--- config.mk ---
export PLATFORM = sky130hd
export DESIGN_NAME = dacr_top
export DESIGN_NICKNAME = d
export VERILOG_FILES = /design/src/dacr_pkg.sv /design/src/dacr_irq_route.sv /design/src/dacr_pacer.sv /design/src/dacr_top.sv
export VERILOG_INCLUDE_DIRS = /design/src
export SDC_FILE = /design/constraint.sdc
export NUM_CORES = 1
export LEC_CHECK = 0
export BUFFER_PORTS_ARGS = -buffer_cell sky130_fd_sc_hd__clkbuf_2
export CAP_MARGIN = 10
export CORE_AREA = 2 2 108 163
export DETAILED_ROUTE_END_ITERATION = 16
export DIE_AREA = 0 0 110 165
export HOLD_SLACK_MARGIN = 0.05
export PLACE_DENSITY = 0.53
export SLEW_MARGIN = 10
export SYNTH_ARGS = -nofsm -noshare
export SYNTH_HDL_FRONTEND = slang
export SYNTH_SLANG_ARGS = --single-unit
--- constraint.sdc ---
create_clock -name CLK_I -period 6.3 [get_ports CLK_I]
set_input_delay 0.315 -clock CLK_I [delete_from_list [all_inputs] [get_ports CLK_I]]
set_output_delay 0.315 -clock CLK_I [all_outputs]
set_load 0.03 [all_outputs]
--- src/dacr_map.svh ---
`ifndef DACR_MAP_SVH
`define DACR_MAP_SVH
// Byte offsets within the 16-byte port window
`define DACR_OFF_AD_LOW 4'h4
`define DACR_OFF_AD_HIGH 4'h5
`define DACR_OFF_DI_LOW 4'h6
`define DACR_OFF_DI_HIGH 4'h7
`define DACR_OFF_IRQ_CLEAR 4'h8
`define DACR_OFF_GAIN 4'h9
`define DACR_OFF_CHANNEL 4'hA
`define DACR_OFF_MODE 4'hB
`define DACR_OFF_TRIGGER 4'hC
`define DACR_OFF_DO_LOW 4'hD
`define DACR_OFF_DO_HIGH 4'hE
// Field positions
`define DACR_GAIN_MSB 1
`define DACR_CHAN_MSB 3
`define DACR_MODE_MSB 2
`define DACR_IRQSEL_LSB 4
`define DACR_IRQSEL_MSB 6
`define DACR_BUSY_BIT 4
// Reset values
`define DACR_RST_GAIN 2'h0
`define DACR_RST_CHAN 4'h0
`define DACR_RST_MODE 3'h0
`define DACR_RST_IRQSEL 3'h1
`define DACR_RST_DO 16'h0000
`define DACR_RST_BYTE 8'h00
`endif

--- src/dacr_pkg.sv ---
`default_nettype none
package dacr_pkg;
   // Decoded conversion mode
   typedef struct packed {
      logic sw_trig;
      logic pacer;
      logic poll;
      logic intr;
   } dacr_mode_s;
   // Pacer timer state
   typedef enum logic [0:0] {
      DACR_PACER_IDLE,
      DACR_PACER_RUN
   } dacr_pacer_e;
   typedef logic [7:0] dacr_byte_t;
endpackage
`default_nettype wire

--- src/dacr_irq_route.sv ---
`timescale 1ns/10ps
`default_nettype none
module dacr_irq_route
   import dacr_pkg::*;
#(
   parameter int NLINES = 6
) (
   input wire logic clk_i,
   input wire logic resetn_i,
   input wire logic set_i,
   input wire logic clear_i,
   input wire logic enable_i,
   input wire logic [2:0] sel_i,
   output logic flag_o,
   output logic [NLINES-1:0] lines_o
);
   // Line index 0 is the lowest request line; code 001 drives none
   function automatic logic [NLINES-1:0] line_decode(logic [2:0] s);
      logic [NLINES-1:0] v;
      v = '0;
      if (s == 3'h0 || s == 3'h2)
         v[0] = 1'b1;
      else if (s != 3'h1)
         v[s - 3'h2] = 1'b1;
      return v;
   endfunction

   // Set wins over clear so a completion in the clear cycle is kept
   always_ff @(posedge clk_i) begin
      if (!resetn_i)
         flag_o <= 1'b0;
      else if (set_i)
         flag_o <= 1'b1;
      else if (clear_i)
         flag_o <= 1'b0;
   end

   assign lines_o = (flag_o && enable_i) ? line_decode(sel_i) : '0;
endmodule
`default_nettype wire

--- src/dacr_pacer.sv ---
`timescale 1ns/10ps
`default_nettype none
module dacr_pacer
   import dacr_pkg::*;
#(
   parameter int CW = 16
) (
   input wire logic clk_i,
   input wire logic resetn_i,
   input wire logic enable_i,
   input wire logic [CW-1:0] reload_lo_i,
   input wire logic [CW-1:0] reload_hi_i,
   output logic tick_o
);
   dacr_pacer_e state;
   logic [CW-1:0] cnt_lo;
   logic [CW-1:0] cnt_hi;
   wire lo_wrap = (cnt_lo == CW'(1));
   wire hi_wrap = (cnt_hi == CW'(1));
   // Two counters cascaded into one long period; a reload of zero
   // gives the full 2**CW count of that stage
   always_ff @(posedge clk_i) begin
      if (!resetn_i || !enable_i) begin
         state <= DACR_PACER_IDLE;
         cnt_lo <= '0;
         cnt_hi <= '0;
         tick_o <= 1'b0;
      end else begin
         case (state)
            DACR_PACER_IDLE: begin
               state <= DACR_PACER_RUN;
               cnt_lo <= reload_lo_i;
               cnt_hi <= reload_hi_i;
               tick_o <= 1'b0;
            end
            DACR_PACER_RUN: begin
               cnt_lo <= lo_wrap ? reload_lo_i : cnt_lo - CW'(1);
               if (lo_wrap)
                  cnt_hi <= hi_wrap ? reload_hi_i : cnt_hi - CW'(1);
               tick_o <= lo_wrap && hi_wrap;
            end
            default: state <= DACR_PACER_IDLE;
         endcase
      end
   end
endmodule
`default_nettype wire

--- src/dacr_top.sv ---
`timescale 1ns/10ps
`default_nettype none
`include "dacr_map.svh"
// What this block does
// - Digital inputs 7..0 read at offset 6, 15..8 at offset 7.
// - In interrupt transfer, each finished conversion sets the status flag.
// - Any write at offset 8 clears the flag, except in a completion cycle; next completion raises again.
// - Offset 9 bits 1..0 pick gain code; upper bits ignored.
// - Offset A bits 3..0 pick channel; differential ignores bit 3.
// - Mode bits 2..0 pick trigger source and transfer path.
// - Mode bits 6..4 pick interrupt line; 001 drives none.
// - Pacer mode starts conversions periodically from the pacer timer.
// - A write at offset C gives one trigger pulse in modes 000 and 001 only.
// - Offsets D and E latch and hold the 16 digital outputs.
// - Conversion has a trigger stage and a transfer stage.
// - Busy reads at bit 4 of offset 5 during conversion.
// - Interrupt transfer drives selected request on each completion.
// - Pacer is two 16-bit counters cascaded into one 32-bit timer.
module dacr_top
   import dacr_pkg::*;
#(
   parameter int DW = 16,
   parameter int AW = 12,
   parameter int PW = 16,
   parameter int NIRQ = 6
) (
   input wire logic CLK_I,
   input wire logic RESETN_I,
   input wire logic [3:0] ADDR_I,
   input wire logic [7:0] WDATA_I,
   input wire logic WR_I,
   input wire logic RD_I,
   output logic [7:0] RDATA_O,
   input wire logic [DW-1:0] DI_I,
   output logic [DW-1:0] DO_O,
   input wire logic DIFF_MODE_I,
   output logic [1:0] GAIN_CODE_O,
   output logic [3:0] CHANNEL_O,
   output logic ADC_TRIGGER_O,
   input wire logic ADC_DONE_I,
   input wire logic [AW-1:0] ADC_DATA_I,
   input wire logic [PW-1:0] PACER_RELOAD_LO_I,
   input wire logic [PW-1:0] PACER_RELOAD_HI_I,
   output logic BUSY_O,
   output logic IRQ_FLAG_O,
   output logic [NIRQ-1:0] IRQ_O
);
   logic [1:0] gain_code;
   logic [3:0] chan_code;
   logic [2:0] mode_code;
   logic [2:0] irq_sel;
   logic [DW-1:0] do_latch;
   logic busy;
   logic trig;
   logic [AW-1:0] result;
   logic [7:0] rdata;
   logic pacer_tick;
   logic irq_flag;
   logic [NIRQ-1:0] irq_lines;
   logic [7:0] next_rdata;

   // Mode table; unlisted codes enable nothing
   function automatic dacr_mode_s mode_decode(logic [2:0] m);
      dacr_mode_s d;
      d = '0;
      case (m)
         3'h0, 3'h1: begin
            d.sw_trig = 1'b1;
            d.poll = 1'b1;
         end
         3'h2: d.pacer = 1'b1;
         3'h6: begin
            d.pacer = 1'b1;
            d.poll = 1'b1;
            d.intr = 1'b1;
         end
         default: d = '0;
      endcase
      return d;
   endfunction

   function automatic logic is_write(logic w, logic [3:0] a,
                                      logic [3:0] off);
      return w && (a == off);
   endfunction

   dacr_mode_s mode;
   assign mode = mode_decode(mode_code);

   wire wr_clear = is_write(WR_I, ADDR_I, `DACR_OFF_IRQ_CLEAR);
   wire wr_gain = is_write(WR_I, ADDR_I, `DACR_OFF_GAIN);
   wire wr_chan = is_write(WR_I, ADDR_I, `DACR_OFF_CHANNEL);
   wire wr_mode = is_write(WR_I, ADDR_I, `DACR_OFF_MODE);
   wire wr_trig = is_write(WR_I, ADDR_I, `DACR_OFF_TRIGGER);
   wire wr_do_lo = is_write(WR_I, ADDR_I, `DACR_OFF_DO_LOW);
   wire wr_do_hi = is_write(WR_I, ADDR_I, `DACR_OFF_DO_HIGH);

   // Trigger stage: software strobe or pacer tick
   wire sw_start = wr_trig && mode.sw_trig;
   wire pacer_start = pacer_tick && mode.pacer;
   wire start = sw_start || pacer_start;
   // Transfer stage: completion is only taken while converting
   wire done = ADC_DONE_I && busy;
   wire irq_set = done && mode.intr;

   // Control registers; reads never reach these
   always_ff @(posedge CLK_I) begin
      if (!RESETN_I) begin
         gain_code <= `DACR_RST_GAIN;
         chan_code <= `DACR_RST_CHAN;
         mode_code <= `DACR_RST_MODE;
         irq_sel <= `DACR_RST_IRQSEL;
      end else begin
         if (wr_gain)
            gain_code <= WDATA_I[`DACR_GAIN_MSB:0];
         if (wr_chan)
            chan_code <= WDATA_I[`DACR_CHAN_MSB:0];
         if (wr_mode) begin
            mode_code <= WDATA_I[`DACR_MODE_MSB:0];
            irq_sel <= WDATA_I[`DACR_IRQSEL_MSB:`DACR_IRQSEL_LSB];
         end
      end
   end

   // Digital outputs hold until rewritten
   always_ff @(posedge CLK_I) begin
      if (!RESETN_I)
         do_latch <= `DACR_RST_DO;
      else if (wr_do_lo)
         do_latch[7:0] <= WDATA_I;
      else if (wr_do_hi)
         do_latch[15:8] <= WDATA_I;
   end

   // A new start wins over a completion in the same cycle
   always_ff @(posedge CLK_I) begin
      if (!RESETN_I) begin
         busy <= 1'b0;
         trig <= 1'b0;
         result <= '0;
      end else begin
         trig <= start;
         if (start)
            busy <= 1'b1;
         else if (done)
            busy <= 1'b0;
         if (done)
            result <= ADC_DATA_I;
      end
   end

   // Read mux; write-only offsets read as zero
   always_comb begin
      next_rdata = `DACR_RST_BYTE;
      case (ADDR_I)
         `DACR_OFF_AD_LOW: next_rdata = result[7:0];
         `DACR_OFF_AD_HIGH: begin
            next_rdata[3:0] = result[AW-1:8];
            next_rdata[`DACR_BUSY_BIT] = busy;
         end
         `DACR_OFF_DI_LOW: next_rdata = DI_I[7:0];
         `DACR_OFF_DI_HIGH: next_rdata = DI_I[15:8];
         default: next_rdata = `DACR_RST_BYTE;
      endcase
   end

   always_ff @(posedge CLK_I) begin
      if (!RESETN_I)
         rdata <= `DACR_RST_BYTE;
      else if (RD_I)
         rdata <= next_rdata;
   end

   dacr_pacer #(
      .CW(PW)
   ) u_pacer (
      .clk_i(CLK_I),
      .resetn_i(RESETN_I),
      .enable_i(mode.pacer),
      .reload_lo_i(PACER_RELOAD_LO_I),
      .reload_hi_i(PACER_RELOAD_HI_I),
      .tick_o(pacer_tick)
   );

   dacr_irq_route #(
      .NLINES(NIRQ)
   ) u_irq (
      .clk_i(CLK_I),
      .resetn_i(RESETN_I),
      .set_i(irq_set),
      .clear_i(wr_clear),
      .enable_i(mode.intr),
      .sel_i(irq_sel),
      .flag_o(irq_flag),
      .lines_o(irq_lines)
   );

   assign RDATA_O = rdata;
   assign DO_O = do_latch;
   assign GAIN_CODE_O = gain_code;
   // Differential pairs ignore the top select bit
   assign CHANNEL_O = {chan_code[3] && !DIFF_MODE_I, chan_code[2:0]};
   assign ADC_TRIGGER_O = trig;
   assign BUSY_O = busy;
   assign IRQ_FLAG_O = irq_flag;
   assign IRQ_O = irq_lines;
endmodule
`default_nettype wire

==> flow_metrics.tcl, run 1 <==
set metrics [dict create \
    grt_pass1_wl_mm 17.7 \
    synth_top_cell_by_area "dfxtp_1" \
    cellLeakagePower_nw 2.09 \
    met2WireLength_mm 5.82 \
    path_clk_slew_ns 0.07 \
    peakVddDrop_uv 100 \
    die_x_um 110 \
    grt_pass1_vias 3657 \
    antenna_cells 0 \
    synth_ff_type "dfxtp_1" \
    place_congestion 0.800 \
    outcome "finished clean" \
    cts_sinks 85 \
    crit_type "reg2reg" \
    cts_buffers 9 \
    yosys.cell_count.top_type "dfxtp_1" \
    vias_per_cell 4.72 \
    rsz0062_at_grt "false" \
    wirelength_mm 11.3 \
    critPathMaxStageDelay_ns 0.66 \
    ys_types 48 \
    synthArstFlopShare_pct 0 \
    finalCritPeriodShare_pct 41.8 \
    pin_count 117 \
    cp-end-kind "flop" \
    area_delta_synth_final_pct 25.0 \
    grt_overflow 0 \
    reg2reg_slack_ns 3.67 \
    synth_top_area_share_pct 41.2 \
    drc 0 \
    drv_slew 0 \
    nets 661 \
    fin_crit_ns 2.63 \
    netlist_top_cells_area "dfxtp_1 41%, mux2i_1 9.0%, nand2_1 4.6%" \
    wl_per_cell_um 14.2 \
    clock-skew-final_ns 0.00757 \
    dpl.hpwl_mm 8.56 \
    avgSynthCellArea_um2 8.63 \
    ant_nets 0 \
    cts-htree-levels 3 \
    timing.rr.end "u_pacer.cnt_hi[5]" \
    critPathLaunchType "flop" \
    crit_chain "inv_1 > ha_1 > or4b_2 > o41ai_4 > buf_4 > o21ai_0 > a32o_1" \
    syn_inst 478 \
    dieArea_mm2 0.0182 \
    setup_violations 0 \
    cap_viol_max_count 0 \
    clock.fmax_mhz 380 \
    clk_path_buf_depth 2 \
    min_to "result[11]" \
    rr_startpoint "u_pacer.cnt_hi[1]" \
    min_path_type "in2reg" \
    syn_nets 560 \
    initial_core_util_pct 24.8 \
    cts_hold_buf 0 \
    die_y_um 165 \
    post_cts_buffers 0 \
    fin_tns_setup_ns 0 \
    vias 3747 \
    drt_iter0_drc 117 \
    dr.pass1.iters 5 \
    hold_violations 0 \
    antenna_found_initial 0 \
    cts_resized 0 \
    wl_met3_um 640 \
    total_power_w 0.00118 \
    worst-path-max-fanout 27 \
    grt_max_degree 53 \
    reg2reg_depth 7 \
    yosys_warnings 0 \
    cts_tree "yes" \
    grt.total_usage_pct 12.7 \
    cts_root_buf "clkbuf_16" \
    synth_seq_cells 85 \
    crit_required_ns 6.54 \
    met1_length_mm 4.54 \
    synth_edf_count 0 \
    topRoutingLayerUsed "met4" \
    critical-path-top-delay-family "compound AO/OA/AOI/OAI gates" \
    num_rows 58 \
    synthTopCellsByCount "85 x dfxtp_1, 51 x nand2_1, 39 x nor2_1" \
    arrival_ns 2.87 \
    hold_path_startpoint "ADC_DATA_I[11]" \
    cp_num_buf_inv 2 \
    drive_above_1_share_pct 24.3 \
    syn_area_mm2 0.00413 \
    p_per_area_mw_per_mm2 229 \
    port_buffers 116 \
    worst_pin_slew_ns 0.964 \
    core_area_mm2 0.0166 \
    maxSlewHeadroom_pct 35.5 \
    holdPathStages 3 \
    clk_latency_ns 0.35 \
    crit_slowest_cell "or4b_2" \
    ys_seq_area_share_pct 41.2 \
]
==> cells in the final DEF (no fill, tap or decap), types with 10 or more instances in the layout <==
cell and n:
clkbuf_2 116, dfxtp_1 85, nand2_1 51, nor2_1 39
mux2i_1 37, nor2b_1 29, nor3_1 21, a21oi_1 21
a21boi_0 16, o21ai_0 13, a211oi_1 11, inv_1 10
o21ai_1 10, xnor2_1 10
==> worst max-delay path by stage <==
stage | from | slack (ns) | depth (start not counted) | endpoint
floorplan | u_pacer.cnt_hi[0] | 4.15 | 6 | u_pacer.cnt_hi[10]
global placement | RESETN_I | 3.71 | 6 | u_pacer.cnt_hi[1]
detailed placement | RESETN_I | 3.64 | 6 | u_pacer.cnt_hi[1]
CTS | u_pacer.cnt_hi[1] | 3.70 | 7 | u_pacer.cnt_hi[5]
global route | u_pacer.cnt_hi[1] | 3.53 | 8 | u_pacer.cnt_hi[8]
finish | u_pacer.cnt_hi[1] | 3.67 | 7 | u_pacer.cnt_hi[5]
==> registers in the layout, indices dropped and copies added, names as in the netlist, 2 cells and up <==
register,flops
GAIN_CODE_O,2
u_pacer.cnt_hi,16
mode_code,3
u_pacer.cnt_lo,16
result,12
irq_sel,3
chan_code,4
RDATA_O,8
DO_O,16
==> worst reg2reg max path, cell delays in order, from the launching register on <==
cell and delay, ns:
dfxtp_1 0.34, inv_1 0.09, ha_1 0.15, or4b_2 0.66
o41ai_4 0.51, buf_4 0.37, o21ai_0 0.14, a32o_1 0.26
==> cell families (layout without fill, tap and decap cells) <==
family | after synthesis | in the layout | synth area share (%)
AOI/OAI and AO/OA | 109 | 109 | 18.3
xor gates and xnor gates | 12 | 12 | 2.55
adders and majority gates | 4 | 4 | 1.21
buffers and inverters | 39 | 145 | 4.25
DFF | 85 | 85 | 41.2
muxes | 40 | 40 | 9.80
and+or+nand+nor | 189 | 189 | 22.7
==> area by class of cell <==
cell class	count	area (um^2)
clock buffer	9	225
timing repair buffer	119	603
sequential	85	1700
tap	210	263
fill	1789	11500
clock inverter	7	76.3
inverter	10	37.5
multi-input combinational	354	2250
==> per-layer routing <==
| metal | GRT usage (%) | vias up |
|---|---|---|
| met5 | 0 | - |
| met4 | 5.75 | 0 |
| met3 | 3.28 | 17 |
| met2 | 22.7 | 101 |
| met1 | 13.8 | 1728 |
| li1 | - | 1901 |
==> per-stage QoR <==
stage               util (%)  instance area, um^2  hold slack, ns  worst slack (ns)  cells
global placement        29.2                 4850           0.455              3.71    778
detailed placement      29.2                 4850           0.462              3.64    778
CTS                     31.0                 5150           0.189              3.70    794
global route            31.0                 5150           0.202              3.53    794
floorplan                  -                 4130           0.435              4.15    478
finish                  31.0                 5150           0.203              3.67    794
==> where the power goes <==
| part | internal (W) | switching, W |
|---|---|---|
| clock network | 0.000308 | 0.000231 |
| registers | 0.000543 | 0.00000390 |
| logic | 0.0000432 | 0.0000504 |
No activity file was read; power rests on OpenSTA's default activity.
==> run 2, diff against run 1 <==
--- a/config.mk
+++ b/config.mk
@@ -6,13 +6,14 @@
 export SDC_FILE = /design/constraint.sdc
 export NUM_CORES = 1
 export LEC_CHECK = 0
+export ABC_AREA = 1
 export BUFFER_PORTS_ARGS = -buffer_cell sky130_fd_sc_hd__clkbuf_2
 export CAP_MARGIN = 10
-export CORE_AREA = 2 2 108 163
+export CORE_AREA = 2 2 113 169
 export DETAILED_ROUTE_END_ITERATION = 16
-export DIE_AREA = 0 0 110 165
+export DIE_AREA = 0 0 115 171
 export HOLD_SLACK_MARGIN = 0.05
-export PLACE_DENSITY = 0.53
+export PLACE_DENSITY = 0.52
 export SLEW_MARGIN = 10
 export SYNTH_ARGS = -nofsm -noshare
 export SYNTH_HDL_FRONTEND = slang
==> constraint.sdc (replaced) <==
create_clock -name CLK_I -period 2.6 [get_ports CLK_I]
set_input_delay 0.13 -clock CLK_I [delete_from_list [all_inputs] [get_ports CLK_I]]
set_output_delay 0.13 -clock CLK_I [all_outputs]
set_load 0.03 [all_outputs]
==> run 2 against run 1 <==
Net effect: sequential power grew 140%; sequential share of layout area shrank 3.0 points; critical path depth is 2 lower; combinational power grew to 3.0 times the previous value; power up 140%; clock-buffer cell count up 1; synthesized cell count up 44%; clock power grew 140%; register-to-register slack worse by 3.0 ns; first-iteration DRC count grew 110%; design area increased by 10%; critical path type is now reg2out; critical endpoint is now IRQ_O[5]; largest power group unchanged; highest routed layer unchanged.
==> flow_metrics.tcl, run 2 <==
set metrics [dict create \
    outcome "finished clean" \
    worst_slack_ns 0.568 \
    antenna_found_initial 0 \
    vias 4512 \
    crit_slowest_cell "nor4_1" \
    fin_crit_ns 2.03 \
    core_area_mm2 0.0183 \
    syn_nets 768 \
    cts_buffers 9 \
    critPathLaunchType "flop" \
    cts_root_buf "clkbuf_16" \
    pre_cts_ws_ns 0.647 \
    crit_required_ns 2.47 \
    min_path_type "in2reg" \
    p_per_area_mw_per_mm2 508 \
    crit_chain "inv_1 > nor2_1 > nand3_1 > nor4_1 > clkbuf_2" \
    grt_pass1_vias 4290 \
    antenna_cells 0 \
    syn_area_mm2 0.00446 \
    p_seq_share_pct 46.2 \
    clock-skew-final_ns 0.0102 \
    hold_violations 0 \
    cap_viol_max_count 0 \
    p_sw_w 0.000751 \
    synth_ff_type "dfxtp_1" \
    p_int_w 0.00213 \
    drv_slew 0 \
    num-fill-cells 2054 \
    hold_path_startpoint "PACER_RELOAD_LO_I[10]" \
    crit_type "reg2out" \
    num_rows 61 \
    synth_edf_count 0 \
    whs_ns 0.0661 \
    wirelength_mm 12.6 \
    place_congestion 0.810 \
    die_y_um 171 \
    dr.pass1.iters 4 \
    vias_per_cell 4.36 \
    reg2reg_slack_ns 0.69 \
    synth_seq_cells 85 \
    finalCritPeriodShare_pct 78.1 \
    wl_per_cell_um 12.1 \
    cp-end-kind "output port" \
    synthArstFlopShare_pct 0 \
    drive_above_1_share_pct 19.4 \
    fin_tns_setup_ns 0 \
    placed_area_mm2 0.00520 \
    yosys.cell_count.top_type "nand2_1" \
    synthTopCellsByCount "151 x nand2_1, 141 x nor2_1, 85 x dfxtp_1" \
    grt_pass1_wl_mm 20.3 \
    setup_violations 0 \
    arrival_ns 1.90 \
    worst-path-max-fanout 6 \
    dieArea_mm2 0.0197 \
    grt_overflow 0 \
    ys_seq_area_share_pct 38.1 \
    clk_path_buf_depth 2 \
    die_x_um 115 \
    pin_count 117 \
    design_area_mm2 0.00568 \
    combPwrFrac_pct 9.9 \
    pwr-share-clk_pct 44.0 \
    path_clk_slew_ns 0.07 \
    drc 0 \
    netSwitchingFraction_pct 26.1 \
    drt_iter0_drc 246 \
    maxSlewHeadroom_pct 61.8 \
    layout_common_cells "151 x nand2_1, 141 x nor2_1, 116 x clkbuf_2, 85 x dfxtp_1, 76 x inv_1" \
    critPathLaunch "mode_code[1]" \
    peakVddDrop_uv 218 \
    nets 893 \
    rr_startpoint "u_pacer.cnt_lo[1]" \
    final_util_pct 31.0 \
    synth_top_area_share_pct 38.1 \
    cts_resized 0 \
    cts_sinks 85 \
    layout_commonest_cell "nand2_1" \
    cts-htree-levels 3 \
    cts_tree "yes" \
    area_delta_synth_final_pct 27.2 \
    rsz0062_at_grt "false" \
    cellLeakagePower_nw 2.72 \
    port_buffers 116 \
    grt_max_degree 45 \
    netlist_top_cells_area "dfxtp_1 38%, nand2_1 13%, nor2_1 12%" \
    syn_inst 686 \
    worst_pin_slew_ns 0.571 \
    grt.total_usage_pct 13.1 \
    synth_top_cell_by_area "dfxtp_1" \
    ant_nets 0 \
    ys_types 34 \
    critPathMaxStageDelay_ns 0.42 \
    initial_core_util_pct 24.4 \
    clk_latency_ns 0.35 \
    avgSynthCellArea_um2 6.51 \
    clock.fmax_mhz 492 \
    dpl.hpwl_mm 9.43 \
    yosys_warnings 0 \
]
==> run 2: final timing paths <==
kind | to | depth (start not counted)
min reg2reg | result[8] | 2
max | IRQ_O[5] | 5
min | u_pacer.cnt_lo[10] | 5
max reg2reg | u_pacer.cnt_hi[2] | 9
==> run 2: through the flow <==
stage / power (W) / cells
after floorplan: 0.00152 / 686
after global placement: 0.00163 / 1002
after detailed placement: 0.00162 / 1002
after CTS: 0.00295 / 1036
after global routing: 0.00302 / 1036
final: 0.00288 / 1036
==> run 2: critical path: cells and delay by family (launching register included) <==
| family | cells | cell delay, ns |
|---|---|---|
| flip-flops | 1 | 0.31 |
| buffers and inverters | 2 | 0.38 |
| AND/OR/NAND/NOR | 3 | 0.86 |
==> run 2: what timing repair did <==
| action | 4_1_cts | 5_1_grt |
|---|---|---|
| hold buffers | 18 | 0 |
| setup buffers | 0 | 0 |
| hold endpoints to repair | 19 | 0 |
==> run 2: layer usage <==
layer,global-route usage [%],part of all wire [%],up-vias
met5,0,0,-
li1,-,-,2410
met4,6.55,3.3,0
met3,2.30,3.8,24
met1,14.7,42,1963
met2,23.5,51,115
==> run 2: cells by family (layout without fill, tap and decap cells) <==
kind of cell | Yosys count | after routing | synth area share (%)
DFF | 85 | 85 | 38.1
adders and majority gates | 4 | 4 | 1.12
AOI/OAI and AO/OA | 107 | 107 | 12.3
buffers and inverters | 102 | 232 | 10.0
and+or+nand+nor | 374 | 374 | 35.7
xor gates and xnor gates | 14 | 14 | 2.75
==> run 2: power by group through the flow <==
stage	clock, W	combinational [W]	sequential, W
after floorplan	0	0.000143	0.00137
after global routing	0.00136	0.000324	0.00133
after CTS	0.00133	0.000288	0.00133
after global placement	0	0.000266	0.00136
after detailed placement	0	0.000265	0.00136
final	0.00127	0.000285	0.00133
==> run 2: cell type report <==
| class | instances | area (um^2) | share of cell area [%] |
|---|---|---|---|
| Timing Repair Buffer | 138 | 791 | 13.9 |
| Sequential cell | 85 | 1700 | 30.0 |
| Multi-Input combinational cell | 499 | 2320 | 40.9 |
| Clock buffer | 10 | 239 | 4.21 |
| Tap cell | 220 | 275 | 4.85 |
| Inverter | 78 | 295 | 5.20 |
| Clock inverter | 6 | 52.6 | 0.926 |
==> run 3, diff against run 2 <==
--- a/config.mk
+++ b/config.mk
@@ -13,7 +13,7 @@
 export DETAILED_ROUTE_END_ITERATION = 16
 export DIE_AREA = 0 0 115 171
 export HOLD_SLACK_MARGIN = 0.05
-export PLACE_DENSITY = 0.52
+export PLACE_DENSITY = 0.54
 export SLEW_MARGIN = 10
 export SYNTH_ARGS = -nofsm -noshare
 export SYNTH_HDL_FRONTEND = slang
==> constraint.sdc (replaced) <==
create_clock -name CLK_I -period 1.7 [get_ports CLK_I]
set_input_delay 0.085 -clock CLK_I [delete_from_list [all_inputs] [get_ports CLK_I]]
set_output_delay 0.085 -clock CLK_I [all_outputs]
set_load 0.03 [all_outputs]
==> run 3 against run 2 <==
Net effect: clock skew decreased by 0.0046 ns; die area unchanged; critical path type unchanged; hold slack got worse by 0.0078 ns; largest power group unchanged; clock-buffer cell count did not move; core utilization is 2.0 points higher; critical path depth unchanged; first-iteration DRC count decreased by 29%.
==> flow_metrics.tcl, run 3 (synthesized netlist as in run 2, its figures left out) <==
set metrics [dict create \
    critical-path-top-delay-family "simple AND/OR/NAND/NOR gates" \
    clock-skew-final_ns 0.00557 \
    nets 926 \
    ant_nets 0 \
    grt_max_degree 41 \
    outcome "finished clean" \
    vias 4641 \
    antenna_cells 0 \
    critPathMaxStageDelay_ns 0.31 \
    arrival_ns 1.51 \
    cts_buffers 9 \
    maxSlewHeadroom_pct 75.4 \
    die_y_um 171 \
    drt_iter0_drc 175 \
    peakVddDrop_uv 515 \
    clk_latency_ns 0.34 \
    wl_per_cell_um 11.9 \
    path_clk_slew_ns 0.06 \
    cellLeakagePower_nw 2.88 \
    cts_tree "yes" \
    clock.fmax_mhz 626 \
    total_power_w 0.00449 \
    finalCritPeriodShare_pct 94.0 \
    post_cts_buffers 0 \
    fin_crit_ns 1.60 \
    drive_above_1_share_pct 20.8 \
    initial_core_util_pct 24.4 \
    hold_violations 0 \
    crit_required_ns 1.62 \
    place_congestion 0.798 \
    crit_chain "inv_1 > nor2_4 > nand3_4 > nor4_1 > buf_4" \
    drv_slew 0 \
    cap_viol_max_count 0 \
    min_path_type "in2reg" \
    port_buffers 116 \
    cp-end-kind "output port" \
    pin_count 117 \
    layout_commonest_cell "nand2_1" \
    grt_pass1_vias 4305 \
    dr.pass1.iters 4 \
    wirelength_mm 12.7 \
    critPathLaunchType "flop" \
    layout_common_cells "151 x nand2_1, 139 x nor2_1, 112 x clkbuf_2, 85 x dfxtp_1, 76 x inv_1" \
    worst-path-max-fanout 6 \
    core_area_mm2 0.0183 \
    cts_sinks 85 \
    worst_pin_slew_ns 0.368 \
    vias_per_cell 4.34 \
    setup_violations 0 \
    dieArea_mm2 0.0197 \
    cts_root_buf "clkbuf_16" \
    cp_num_buf_inv 2 \
    crit_type "reg2out" \
    drc 0 \
    final_util_pct 33.0 \
    rsz0062_at_grt "false" \
    num_rows 61 \
    antenna_found_initial 0 \
    grt_pass1_wl_mm 20.1 \
    dpl.hpwl_mm 9.65 \
    die_x_um 115 \
    area_delta_synth_final_pct 35.3 \
    grt_overflow 0 \
    crit_slowest_cell "dfxtp_1" \
    num-fill-cells 2037 \
    grt.total_usage_pct 12.9 \
    cts-htree-levels 3 \
    clk_path_buf_depth 2 \
    p_per_area_mw_per_mm2 743 \
]
[run 3: metrics by stage]
step | setup slack (ns) | TNS (ns) | hold slack, ns | instance area, um^2 | instances
6_report | 0.102 | 0 | 0.0583 | 6040 | 1069
5_1_grt | 0.00859 | 0 | 0.0623 | 6040 | 1069
4_1_cts | 0.0114 | 0 | 0.0509 | 6010 | 1069
3_5_place_dp | 0.181 | 0 | 0.312 | 5340 | 1017
3_3_place_gp | 0.203 | 0 | 0.308 | 5340 | 1017
2_1_floorplan | -0.0346 | -0.104 | 0.215 | 4460 | 686
[run 3: path summary, 6_finish.rpt]
kind / to / depth (start not counted) / start / slack (ns)
worst max-delay path: IRQ_O[4] / 5 / mode_code[1] / 0.10
worst min-delay path: result[10] / 3 / ADC_DATA_I[10] / 0.06
worst max register to register: u_pacer.cnt_hi[9] / 10 / u_pacer.cnt_lo[1] / 0.17
worst min register to register: result[8] / 2 / result[8] / 0.45
[run 3: routing by layer]
metal	up-vias	track usage, %	part of all wire, %
li1	2475	-	-
met1	2056	13.5	42
met2	90	24.7	53
met3	20	1.84	3.0
met4	0	6.39	2.6
met5	-	0	0
[run 3: layout make-up]
cell class,count,area (um^2),area share [%]
Timing Repair Buffer,171,1120,18.5
Clock buffer,10,229,3.79
Tap cell,220,275,4.56
Inverter,78,295,4.89
Sequential cell,85,1700,28.2
Clock inverter,6,63.8,1.06
Multi-Input combinational cell,499,2360,39.0
[run 3: worst register-to-register path, stage by stage (launching register included)]
cell and delay (ns):
dfxtp_1 0.31, inv_1 0.07, ha_1 0.16, nand2_1 0.07
nor2_2 0.15, nand3b_4 0.10, nand2_4 0.17, buf_12 0.18
nand2_1 0.07, nor2_1 0.10, nor2_1 0.04
[run 3: repair_timing]
item                                    in CTS  in global routing
cloned                                       0                  0
hold buffers                                36                  0
endpoints found under the setup margin       6                  5
gates resized for setup                      4                 10
endpoints found under the hold margin       42                  0
[run 3: where the power goes]
| part | total, W | leakage (nW) | switching, W | internal [W] |
|---|---|---|---|---|
| Combinational | 0.000482 | 2.06 | 0.000259 | 0.000223 |
| Clock | 0.00197 | 0.138 | 0.000832 | 0.00114 |
| Sequential | 0.00204 | 0.686 | 0.0000172 | 0.00202 |
| Total | 0.00449 | 2.88 | 0.00111 | 0.00338 |
